[config.mk]
export PLATFORM = sky130hd
export DESIGN_NAME = uem_ep_int_mask_regs
export DESIGN_NICKNAME = d
export VERILOG_FILES = /design/src/hw/uem_pkg.sv /design/src/hw/uem_ep_int_mask_regs.sv
export SDC_FILE = /design/constraint.sdc
export NUM_CORES = 1
export LEC_CHECK = 0
export BUFFER_PORTS_ARGS = -buffer_cell sky130_fd_sc_hd__buf_2
export CORE_MARGIN = 2
export CORE_UTILIZATION = 30
export DETAILED_ROUTE_END_ITERATION = 12
export PLACE_DENSITY = 0.56
export SETUP_SLACK_MARGIN = 0.05
export SLEW_MARGIN = 5
export SYNTH_ARGS = -nofsm -noshare
export SYNTH_HDL_FRONTEND = slang
export SYNTH_SLANG_ARGS = --single-unit
[constraint.sdc]
create_clock -name hclk -period 3.65 [get_ports hclk]
set_input_delay 0.365 -clock hclk [delete_from_list [all_inputs] [get_ports hclk]]
set_output_delay 0.365 -clock hclk [all_outputs]
set_load 0.03 [all_outputs]
[src/hw/uem_pkg.sv]
// Package with offsets, field layouts, reset values and states of the endpoint mask bank
package uem_pkg;
	localparam logic [11:0] OFF_OUT_SRC_MASK   = 12'h814;
	localparam logic [11:0] OFF_PEND_SUMMARY   = 12'h818;
	localparam logic [11:0] OFF_SUMMARY_MASK   = 12'h81c;
	localparam logic [11:0] OFF_DISCHARGE_TIME = 12'h828;
	localparam logic [11:0] OFF_PULSE_TIME     = 12'h82c;
	localparam logic [11:0] OFF_THRESH_CTRL    = 12'h830;
	localparam logic [11:0] OFF_TX_EMPTY_MASK  = 12'h834;
	localparam logic [11:0] OFF_IRQ_STATUS     = 12'h8f0;
	localparam logic [11:0] OFF_IRQ_MASK       = 12'h8f4;
	localparam logic [11:0] OFF_SRP_CTRL       = 12'h8f8;

	localparam int XFER_DONE_MASK_BIT          = 0;
	localparam int EP_DISABLED_MASK_BIT        = 1;
	localparam int SETUP_DONE_MASK_BIT         = 3;
	localparam int TOKEN_WHILE_OFF_MASK_BIT    = 4;
	localparam int BACK_TO_BACK_SETUP_MASK_BIT = 6;
	localparam int OUT_PACKET_ERROR_MASK_BIT   = 8;
	localparam int BUFFER_UNAVAILABLE_MASK_BIT = 9;
	localparam int OUT_SRC_BITS                = 10;
	localparam logic [31:0] OUT_SRC_VALID      = 32'h0000_035b;

	localparam int IN_SUM_LSB  = 0;
	localparam int OUT_SUM_LSB = 16;
	localparam int SUM_WIDTH   = 16;

	localparam logic [31:0] DISCHARGE_RESET = 32'h0000_17d7;
	localparam logic [31:0] PULSE_RESET     = 32'h0000_0000;
	localparam int DISCHARGE_WIDTH          = 16;
	localparam int PULSE_WIDTH              = 12;
	localparam int PHY_CLKS_PER_UNIT        = 1024;

	localparam int NONPERIODIC_TX_THRESH_EN_BIT = 0;
	localparam int PERIODIC_TX_THRESH_EN_BIT    = 1;
	localparam int TX_THRESH_LENGTH_LSB         = 2;
	localparam int RX_THRESH_EN_BIT             = 16;
	localparam int RX_THRESH_LENGTH_LSB         = 17;
	localparam int THRESH_LENGTH_WIDTH          = 9;
	localparam logic [8:0] THRESH_MIN_WORDS     = 9'h008;
	localparam logic [31:0] THRESH_VALID        = 32'h03ff_07ff;

	localparam int IRQ_IN_EVENT_BIT  = 0;
	localparam int IRQ_OUT_EVENT_BIT = 1;
	localparam int IRQ_SRP_DONE_BIT  = 2;
	localparam int IRQ_BITS          = 3;
	localparam int SRP_START_BIT     = 0;

	typedef enum logic [2:0] {
		SRP_IDLE  = 3'b001,
		SRP_PULSE = 3'b010,
		SRP_DISCH = 3'b100
	} uem_srp_type;
endpackage
[src/hw/uem_ep_int_mask_regs.sv]
// Endpoint interrupt mask, summary, supply timing and threshold register bank on AHB-Lite
// Summary of operation
// - OUT mask bit 0 gates transfer-complete, bit 1 endpoint-disabled; 1 passes
// - OUT mask bit 3 gates setup-done, bit 4 token-while-off; bits 2,5,7 reserved
// - OUT mask bits 6,8,9 gate setup, packet error, buffer; 31:10 reserved
// - Summary bits 15:0 show pending interrupt of IN endpoint X
// - Summary bits 31:16 show pending interrupt of OUT endpoint X-16
// - Summary bits track each endpoint's own interrupt register state
// - Summary mask bits 15:0 pass IN endpoint interrupts when 1
// - Summary mask bits 31:16 pass OUT endpoint interrupts when 1
// - Discharge field, 16 bits, units of 1024 PHY clocks, resets to default
// - Pulse field, 12 bits, sets supply pulse length in 1024 PHY clocks
// - Threshold bit 0 enables non-isochronous, bit 1 isochronous transmit thresholding
// - Transmit threshold length in bits 10:2, words, at least 8
// - Receive threshold enable bit 16, length bits 25:17, at least 8
// - Tx-empty mask bit X gates FIFO-empty flag of IN endpoint X
`timescale 1ns/1ps
module uem_ep_int_mask_regs #(
	parameter int NUM_EP  = 16,
	parameter int PHY_DIV = 4
) (
	input  wire logic                     hclk,
	input  wire logic                     hresetn,
	input  wire logic                     hsel,
	input  wire logic [31:0]              haddr,
	input  wire logic [1:0]               htrans,
	input  wire logic                     hwrite,
	input  wire logic [2:0]               hsize,
	input  wire logic [31:0]              hwdata,
	input  wire logic                     hready,
	output logic                          hreadyout,
	output logic                          hresp,
	output logic [31:0]                   hrdata,
	input  wire logic [NUM_EP*10-1:0]     out_ep_src_flags,
	input  wire logic [NUM_EP-1:0]        in_ep_pending,
	input  wire logic [NUM_EP-1:0]        tx_empty_flag,
	output logic                          supply_pulse,
	output logic                          supply_discharge,
	output logic                          nonperiodic_tx_thresh_en,
	output logic                          periodic_tx_thresh_en,
	output logic [8:0]                    tx_thresh_length,
	output logic                          rx_thresh_en,
	output logic [8:0]                    rx_thresh_length,
	output logic                          irq
);
	initial begin
		if (NUM_EP < 1 || NUM_EP > 16)
			$error("NUM_EP must be 1 to 16");
		if (PHY_DIV < 1 || PHY_DIV > 256)
			$error("PHY_DIV must be 1 to 256");
	end

	typedef struct packed {
		logic                 wr_pend;
		logic [11:0]          wr_addr;
		logic [31:0]          rdata;
		logic [31:0]          out_src_mask;
		logic [31:0]          summary;
		logic [31:0]          summary_mask;
		logic [15:0]          discharge;
		logic [11:0]          pulse;
		logic [31:0]          thresh;
		logic [15:0]          tx_empty_mask;
		logic [2:0]           irq_stat;
		logic [2:0]           irq_mask;
		logic [2:0]           prev_hit;
		uem_pkg::uem_srp_type srp;
		logic [7:0]           phy_div;
		logic [9:0]           pre;
		logic [15:0]          units;
	} uem_state_type;

	uem_state_type s;
	uem_state_type n;

	logic [15:0] in_hit;
	logic [15:0] out_hit;
	logic        acc;
	logic        srp_done;
	logic        unit_tick;

	function automatic logic [8:0] eff_len(input logic [8:0] v);
		eff_len = (v < uem_pkg::THRESH_MIN_WORDS) ? uem_pkg::THRESH_MIN_WORDS : v;
	endfunction

	function automatic logic [31:0] read_word(input logic [11:0] a, input uem_state_type r);
		case (a)
			uem_pkg::OFF_OUT_SRC_MASK:   read_word = r.out_src_mask;
			uem_pkg::OFF_PEND_SUMMARY:   read_word = r.summary;
			uem_pkg::OFF_SUMMARY_MASK:   read_word = r.summary_mask;
			uem_pkg::OFF_DISCHARGE_TIME: read_word = {16'h0000, r.discharge};
			uem_pkg::OFF_PULSE_TIME:     read_word = {20'h00000, r.pulse};
			uem_pkg::OFF_THRESH_CTRL:    read_word = r.thresh;
			uem_pkg::OFF_TX_EMPTY_MASK:  read_word = {16'h0000, r.tx_empty_mask};
			uem_pkg::OFF_IRQ_STATUS:     read_word = {29'h0000000, r.irq_stat};
			uem_pkg::OFF_IRQ_MASK:       read_word = {29'h0000000, r.irq_mask};
			uem_pkg::OFF_SRP_CTRL:       read_word = {31'h00000000, r.srp != uem_pkg::SRP_IDLE};
			default:                     read_word = 32'h0000_0000;
		endcase
	endfunction

	assign acc = hsel && htrans[1] && hready;

	always_comb begin
		n = s;
		srp_done = 1'b0;
		unit_tick = 1'b0;
		in_hit = 16'h0000;
		out_hit = 16'h0000;
		n.summary = 32'h0000_0000;
		for (int e = 0; e < NUM_EP; e++) begin
			// IN summary and gating, including tx-empty flag
			n.summary[uem_pkg::IN_SUM_LSB + e] = in_ep_pending[e] | tx_empty_flag[e];
			in_hit[e] = s.summary_mask[uem_pkg::IN_SUM_LSB + e]
				& (in_ep_pending[e] | (tx_empty_flag[e] & s.tx_empty_mask[e]));
			// OUT summary tracks the raw register, gating needs both masks
			n.summary[uem_pkg::OUT_SUM_LSB + e] =
				|(out_ep_src_flags[e*10 +: 10] & uem_pkg::OUT_SRC_VALID[9:0]);
			out_hit[e] = s.summary_mask[uem_pkg::OUT_SUM_LSB + e]
				& |(out_ep_src_flags[e*10 +: 10] & s.out_src_mask[9:0]);
		end

		// Supply pulse then discharge, counted in 1024 PHY clock units
		n.phy_div = (s.phy_div == 8'(PHY_DIV - 1)) ? 8'h00 : s.phy_div + 8'h01;
		if (s.phy_div == 8'(PHY_DIV - 1)) begin
			n.pre = s.pre + 10'h001;
			unit_tick = (s.pre == 10'(uem_pkg::PHY_CLKS_PER_UNIT - 1));
		end
		if (unit_tick)
			n.units = s.units + 16'h0001;
		case (s.srp)
			uem_pkg::SRP_IDLE: begin
				n.pre = 10'h000;
				n.units = 16'h0000;
			end
			uem_pkg::SRP_PULSE: begin
				if (unit_tick && (s.units + 16'h0001) == {4'h0, s.pulse}) begin
					n.units = 16'h0000;
					if (s.discharge == 16'h0000) begin
						n.srp = uem_pkg::SRP_IDLE;
						srp_done = 1'b1;
					end else begin
						n.srp = uem_pkg::SRP_DISCH;
					end
				end
			end
			uem_pkg::SRP_DISCH: begin
				if (unit_tick && (s.units + 16'h0001) == s.discharge) begin
					n.srp = uem_pkg::SRP_IDLE;
					srp_done = 1'b1;
				end
			end
			default: begin
				n.srp = uem_pkg::SRP_IDLE;
			end
		endcase

		// Sticky events, a set beats a write-one clear in the same cycle
		n.prev_hit = {srp_done, |out_hit, |in_hit};
		if (s.wr_pend && s.wr_addr == uem_pkg::OFF_IRQ_STATUS)
			n.irq_stat = s.irq_stat & ~hwdata[2:0];
		n.irq_stat = n.irq_stat | (n.prev_hit & ~s.prev_hit);

		// Data phase of a write
		if (s.wr_pend) begin
			case (s.wr_addr)
				uem_pkg::OFF_OUT_SRC_MASK:   n.out_src_mask = hwdata & uem_pkg::OUT_SRC_VALID;
				uem_pkg::OFF_SUMMARY_MASK:   n.summary_mask = hwdata;
				uem_pkg::OFF_DISCHARGE_TIME: n.discharge = hwdata[15:0];
				uem_pkg::OFF_PULSE_TIME:     n.pulse = hwdata[11:0];
				uem_pkg::OFF_THRESH_CTRL:    n.thresh = hwdata & uem_pkg::THRESH_VALID;
				uem_pkg::OFF_TX_EMPTY_MASK:  n.tx_empty_mask = hwdata[15:0];
				uem_pkg::OFF_IRQ_MASK:       n.irq_mask = hwdata[2:0];
				uem_pkg::OFF_SRP_CTRL: begin
					if (hwdata[uem_pkg::SRP_START_BIT] && s.srp == uem_pkg::SRP_IDLE) begin
						n.phy_div = 8'h00;
						n.pre = 10'h000;
						n.units = 16'h0000;
						if (s.pulse != 12'h000)
							n.srp = uem_pkg::SRP_PULSE;
						else if (s.discharge != 16'h0000)
							n.srp = uem_pkg::SRP_DISCH;
					end
				end
				default: begin
				end
			endcase
		end

		// Address phase; read data taken after any write in progress
		n.wr_pend = acc && hwrite;
		if (acc)
			n.wr_addr = haddr[11:0];
		if (acc && !hwrite)
			n.rdata = read_word(haddr[11:0], n);
	end

	always_ff @(posedge hclk or negedge hresetn) begin
		if (!hresetn) begin
			s.wr_pend       <= 1'b0;
			s.wr_addr       <= 12'h000;
			s.rdata         <= 32'h0000_0000;
			s.out_src_mask  <= 32'h0000_0000;
			s.summary       <= 32'h0000_0000;
			s.summary_mask  <= 32'h0000_0000;
			s.discharge     <= uem_pkg::DISCHARGE_RESET[15:0];
			s.pulse         <= uem_pkg::PULSE_RESET[11:0];
			s.thresh        <= 32'h0000_0000;
			s.tx_empty_mask <= 16'h0000;
			s.irq_stat      <= 3'h0;
			s.irq_mask      <= 3'h0;
			s.prev_hit      <= 3'h0;
			s.srp           <= uem_pkg::SRP_IDLE;
			s.phy_div       <= 8'h00;
			s.pre           <= 10'h000;
			s.units         <= 16'h0000;
		end else begin
			s <= n;
		end
	end

	assign hreadyout = 1'b1;
	assign hresp     = 1'b0;
	assign hrdata    = s.rdata;
	assign irq       = |(s.irq_stat & s.irq_mask);
	assign supply_pulse     = s.srp[1];
	assign supply_discharge = s.srp[2];
	// Threshold controls, lengths never below 8 words
	assign nonperiodic_tx_thresh_en = s.thresh[uem_pkg::NONPERIODIC_TX_THRESH_EN_BIT];
	assign periodic_tx_thresh_en    = s.thresh[uem_pkg::PERIODIC_TX_THRESH_EN_BIT];
	assign tx_thresh_length = eff_len(s.thresh[uem_pkg::TX_THRESH_LENGTH_LSB +: 9]);
	assign rx_thresh_en     = s.thresh[uem_pkg::RX_THRESH_EN_BIT];
	assign rx_thresh_length = eff_len(s.thresh[uem_pkg::RX_THRESH_LENGTH_LSB +: 9]);

	// Checking helpers
	logic        dis_written;
	logic [31:0] pulse_cycles;
	always_ff @(posedge hclk or negedge hresetn) begin
		if (!hresetn) begin
			dis_written  <= 1'b0;
			pulse_cycles <= 32'h0000_0000;
		end else begin
			if (s.wr_pend && s.wr_addr == uem_pkg::OFF_DISCHARGE_TIME)
				dis_written <= 1'b1;
			pulse_cycles <= supply_pulse ? pulse_cycles + 32'h0000_0001 : 32'h0000_0000;
		end
	end
endmodule

# After elaboration in Yosys (flattened, before gate mapping)
# Index checks and enable logic that the tools add are counted.
# totals
ff_bits	231
out_inout_bits	58
# classes
eq_ne	27
n_lt_le_gt_ge	2
mux	34
add_sub_neg	3
n_reduce_logical	47
n_bitwise	102
# ops
op	n
case mux 32 bit (10 select lines)	1
equality test 12 bit (second input constant)	19
bitwise AND 10 bit	16
OR reduction 10 bit	16
two-way mux 32 bit	4
OR reduction 7 bit	16
two-way mux 37 bit	3
two-way mux 108 bit	1
two-way mux 16 bit	4
bitwise AND 1 bit	48
bitwise OR 1 bit	32
case mux 16 bit (2 select lines)	1
OR reduction 16 bit	2
two-way mux 3 bit	8
two-way mux 10 bit	2
< comparator 9 x 4 -> 1 bit (second input constant)	2
two-way mux 9 bit	2
adder 16 x 1 -> 16 bit (second input constant)	1
equality test 16 x 12 -> 1 bit	1
equality test 16 bit	1
logical NOT 16 bit	1
nonzero test 16 bit	1
two-way mux 12 bit	1
nonzero test 12 bit	1
18 further kinds	31

# Depth between registers and ports, before layout
# logic_depth
depth_word	12
ltp_mapped	12

# Worst setup path after synthesis
# No wires, ideal clock.
# synth_path
kind	reg-to-reg
start	register s[250] (netlist bit)
end	register s, in the netlist hrdata[2]
slack_ns	1.128
path_stages_with_launch	10
t_arrival_ns	2.403
required_ns	3.530
cell_sequence	dfrtp_1 -> and4bb_1 -> nand2_2 -> or4_4 -> buf_6 -> mux2_4 -> a222oi_1 -> nand4b_1 -> a22o_1 -> a31o_1
# synth_rtl
element	line_no	source
start: declaration	uem_ep_int_mask_regs.sv:73	uem_state_type s;
start signal: assignment	uem_ep_int_mask_regs.sv:218	s <= n;

==> summary.txt <==
Outcome
  • Result of the run: complete, no violations

Global route
  • Number of global-route vias before repair: around 12000
  • Antenna violations before repair: 12
  • Largest net degree at the start of global routing: around 100
  • Total overflow reported by the global router: 0
  • Global-route wire length before repair: 72700 µm
  • GRT Resource Usage Total: 0.213

STA
  • Number of endpoints failing setup at the final stage: 0
  • RSZ-0062 raised after global routing: no
  • Final period util: 0.882
  • Post-layout worst setup margin: roughly 430 ps
  • Final Max Slew Viols: 0
  • Clock period minus final worst setup slack: between 3000 and 4000 ps
  • Worst hold-check slack: roughly 54 ps
  • Worst rel slew slack: 0.426
  • Number of endpoints with negative hold slack in the final report: 0
  • Worst setup skew after layout: 13.0 ps
  • Setup TNS: 0 ps
  • Slew of the pin with the lowest slew margin: about 860 ps
  • Achievable clock frequency: between 300 and 400 MHz

Synthesis
  • Number of warnings reported in the yosys synthesis log: 0
  • Flops & latches, synth: around 230
  • Area of the mapped netlist: 0.0130 mm²
  • Primary flip-flop cell chosen by synthesis mapping: dfrtp_1
  • Net count of the mapped netlist: approximately 1600
  • Yosys cell types: 74
  • Proportion of synthesized flip-flops having asynchronous set or reset: 1.00
  • Synthesized area per cell: between 9 and 10 µm²
  • EDFF count, synth: 0
  • Number of instances in the synthesized netlist: 1374
  • Proportion of synthesized chip area in sequential cells: 0.446

Setup path
  • Destination of the critical timing path: hrdata[1]$_DFFE_PN0P_
  • Launching element type of the critical path: flop
  • Crit-path max cell delay: 680 ps
  • Worst setup path category: reg2reg
  • RR Startpoint: s[191]$_DFF_PN0_
  • Register-to-register setup slack: ~430 ps
  • Critical path's top delay family: compound AO/OA/AOI/OAI gates
  • Dominant cell type by count on the critical path: nand3_1
  • Number of cells on the critical path: 9
  • Largest fanout on the critical path: 12
  • CP endpoint kind: flop
  • Reg2Reg Depth: 9
  • Data arrival time of the worst path: 3630 ps
  • Data required time at the worst endpoint: 4060 ps
  • Critical R2R Capture: hrdata[1]$_DFFE_PN0P_
  • Cell chain of the critical path: a22oi_1 > nand3_1 > o21ai_0 > buf_4 > nand4_1 > or4_1 > a22o_1 > nand3_1 > nand3_1
  • Start point of the critical path: s[191]$_DFF_PN0_
  • Critical path buffers and inverters: 1
  • Worst-path cell with the longest stage delay: or4_1

Detailed routing
  • Via-per-instance ratio: roughly 5.4
  • WL final: slightly below 50000 µm
  • # DRC: 0
  • Overall via count from detail_route: between 10000 and 15000
  • Starting DRC count in detailed routing: 1015
  • Drt first pass iters: 5
  • DRT antenna net count: 0
  • Detailed-route wire length per cell: between 20 and 25 µm

Place
  • Final RePlAce weighted congestion: roughly 0.95
  • Pre-CTS setup slack: between 500 and 600 ps
  • Placement-stage cell area: 0.0149 mm²
  • # placed instances: approximately 2200
  • Port Buf Inserts: 297
  • HPWL after detailed placement: approximately 37000 µm

Clock tree
  • Clock-pin slew of the registers on the worst-case setup and hold paths: about 60 ps
  • Maximum buffer depth of the clock tree: 3
  • Total clock buffers created by CTS: 26
  • Buffer cell driving the clock tree root: clkbuf_16
  • Worst-skew pair later-pin latency: roughly 540 ps
  • Number of clock sinks: 231
  • H-tree level count: 1
  • CTS tree: done
  • CTS-repair resized insts: 0

Power and ir drop
  • Gate power share: 0.091
  • Maximum vdd drop: around 0.36 mV
  • Fraction of power spent switching nets: 0.250
  • Total Power: between 5 and 6 mW
  • Reg power frac: 0.453
  • Reported net switching power: around 1.5 mW
  • Clock power frac: 0.457
  • Internal cell power: 4.49 mW
  • Total power per unit cell area: about 380 mW/mm²
  • Leakage power total: around 7 nW

Layout
  • FILL cells: 4423
  • Share of layout cells above drive strength 1: 0.309
  • Layout area overhead: 22.0%
  • Final cell area excluding filler cells: about 0.016 mm²
  • Utilization after layout: 0.370
  • Nets: approximately 1900
  • Number of non-filler instances in the completed layout: between 2000 and 2500

Floorplanning
  • Initial cell density of the core: 0.303
  • I/O Pins: approximately 320
  • Site row count: 76
  • Width of the die: 212 µm
  • Height of the die: between 200 and 250 µm
  • Placeable core region: 0.0429 mm²
  • Total die area: ~0.045 mm²

Flow run
  • Number of maximum-capacitance constraint violations: 0

Min path
  • Min-delay worst type: in2reg
==> sequential cells by signal, summed over array words and instances, names as in the netlist <==
| name | flops |
|---|---|
| hrdata | 32 |
| nonperiodic_tx_thresh_en | 1 |
| supply_discharge | 1 |
| s | 194 |
| supply_pulse | 1 |
| periodic_tx_thresh_en | 1 |
| rx_thresh_en | 1 |
==> worst reg2reg max path, cell delays in order (launching register included) <==
cell and delay [ps]:
dfrtp_1 640, a22oi_1 310, nand3_1 90, o21ai_0 510, buf_4 220, nand4_1 160
or4_1 680, a22o_1 320, nand3_1 80, nand3_1 70
==> routing by layer <==
layer / vias to the layer above / GRT usage / part of all wire
met4: 10 / 0.0828 / 0.037
met5: - / 0 / 0.0015
met3: 103 / 0.0452 / 0.072
met2: 468 / 0.329 / 0.46
met1: 5982 / 0.290 / 0.43
li1: 5476 / - / -
==> layout by cell type, fill, tap and decap left out, drive strengths merged, types with 8 or more instances in the layout <==
cell,n
buf,342
nor3,33
inv,24
o2bb2ai,9
a22o,12
a221oi,17
dfstp,11
nand3,50
o21ai,55
dfrtp,220
or4,11
clkbuf,38
nand2b,8
and3,11
a31oi,10
nand2,177
a222oi,9
a22oi,94
nor2,103
nand4,23
mux2,88
xor2,22
and2,41
xnor2,29
a21oi,46
a21o,12
o311a,8
nor4,41
==> synth_stat cells (13+ instances only) <==
master | count | share of area
dfrtp_1 | 220 | 0.42
xor2_1 | 22 | 0.015
o21ai_0 | 49 | 0.019
a21oi_1 | 46 | 0.018
and2_1 | 41 | 0.020
nand3_1 | 49 | 0.019
clkbuf_1 | 74 | 0.021
nor4_1 | 38 | 0.018
nor2_1 | 102 | 0.029
mux2_2 | 86 | 0.074
a221oi_1 | 17 | 0.011
inv_1 | 23 | 0.0066
nand2_1 | 176 | 0.051
a22oi_1 | 94 | 0.054
nor3_1 | 29 | 0.011
buf_2 | 13 | 0.0050
buf_4 | 36 | 0.021
xnor2_1 | 29 | 0.020
nand4_1 | 22 | 0.011
==> cell families (layout without fill, tap and decap cells) <==
logic type	after synthesis	count (layout)	share of synthesized area
simple gates	533	533	0.206
flops	231	231	0.446
other cells	2	8	0.000578
fa+ha+maj	3	3	0.00289
compound gates	302	302	0.164
xor+xnor	56	56	0.0430
mux	95	95	0.0819
buf+inv	152	414	0.0567
==> layout make-up <==
class	count	area [µm²]	share of cell area
clock inverter	10	140	0.00884
multi-input combinational	991	6490	0.409
timing repair buffer	343	1860	0.117
inverter	23	86.3	0.00544
sequential	231	5790	0.365
antenna	6	15.0	0.000947
tap	585	732	0.0462
clock buffer	38	746	0.0470
==> worst min path at each step <==
stage                           from                     to  depth (start not counted)
final                     hwdata[26]       s[148]$_DFF_PN0_                          3
after global routing      hwdata[28]       s[150]$_DFF_PN0_                          3
after CTS                 hwdata[26]       s[148]$_DFF_PN0_                          3
after detailed placement     hresetn         s[4]$_DFF_PN0_                          1
after global placement       hresetn         s[4]$_DFF_PN0_                          1
after floorplan              hresetn  hrdata[0]$_DFFE_PN0P_                          0
==> power by group through the flow <==
| stage | Combinational [mW] | Sequential, mW | Clock, mW |
|---|---|---|---|
| 2_1_floorplan | 0.236 | 2.72 | 0 |
| 3_3_place_gp | 0.530 | 2.75 | 0 |
| 3_5_place_dp | 0.538 | 2.76 | 0 |
| 4_1_cts | 0.542 | 2.71 | 2.79 |
| 5_1_grt | 0.593 | 2.72 | 2.91 |
| 6_report | 0.542 | 2.71 | 2.74 |
==> timing repair <==
item	4_1_cts	5_1_grt
endpoints found under the hold margin	89	0
hold buffers	1	0
buffers inserted	0	0
No activity file was read; power rests on OpenSTA's default activity.
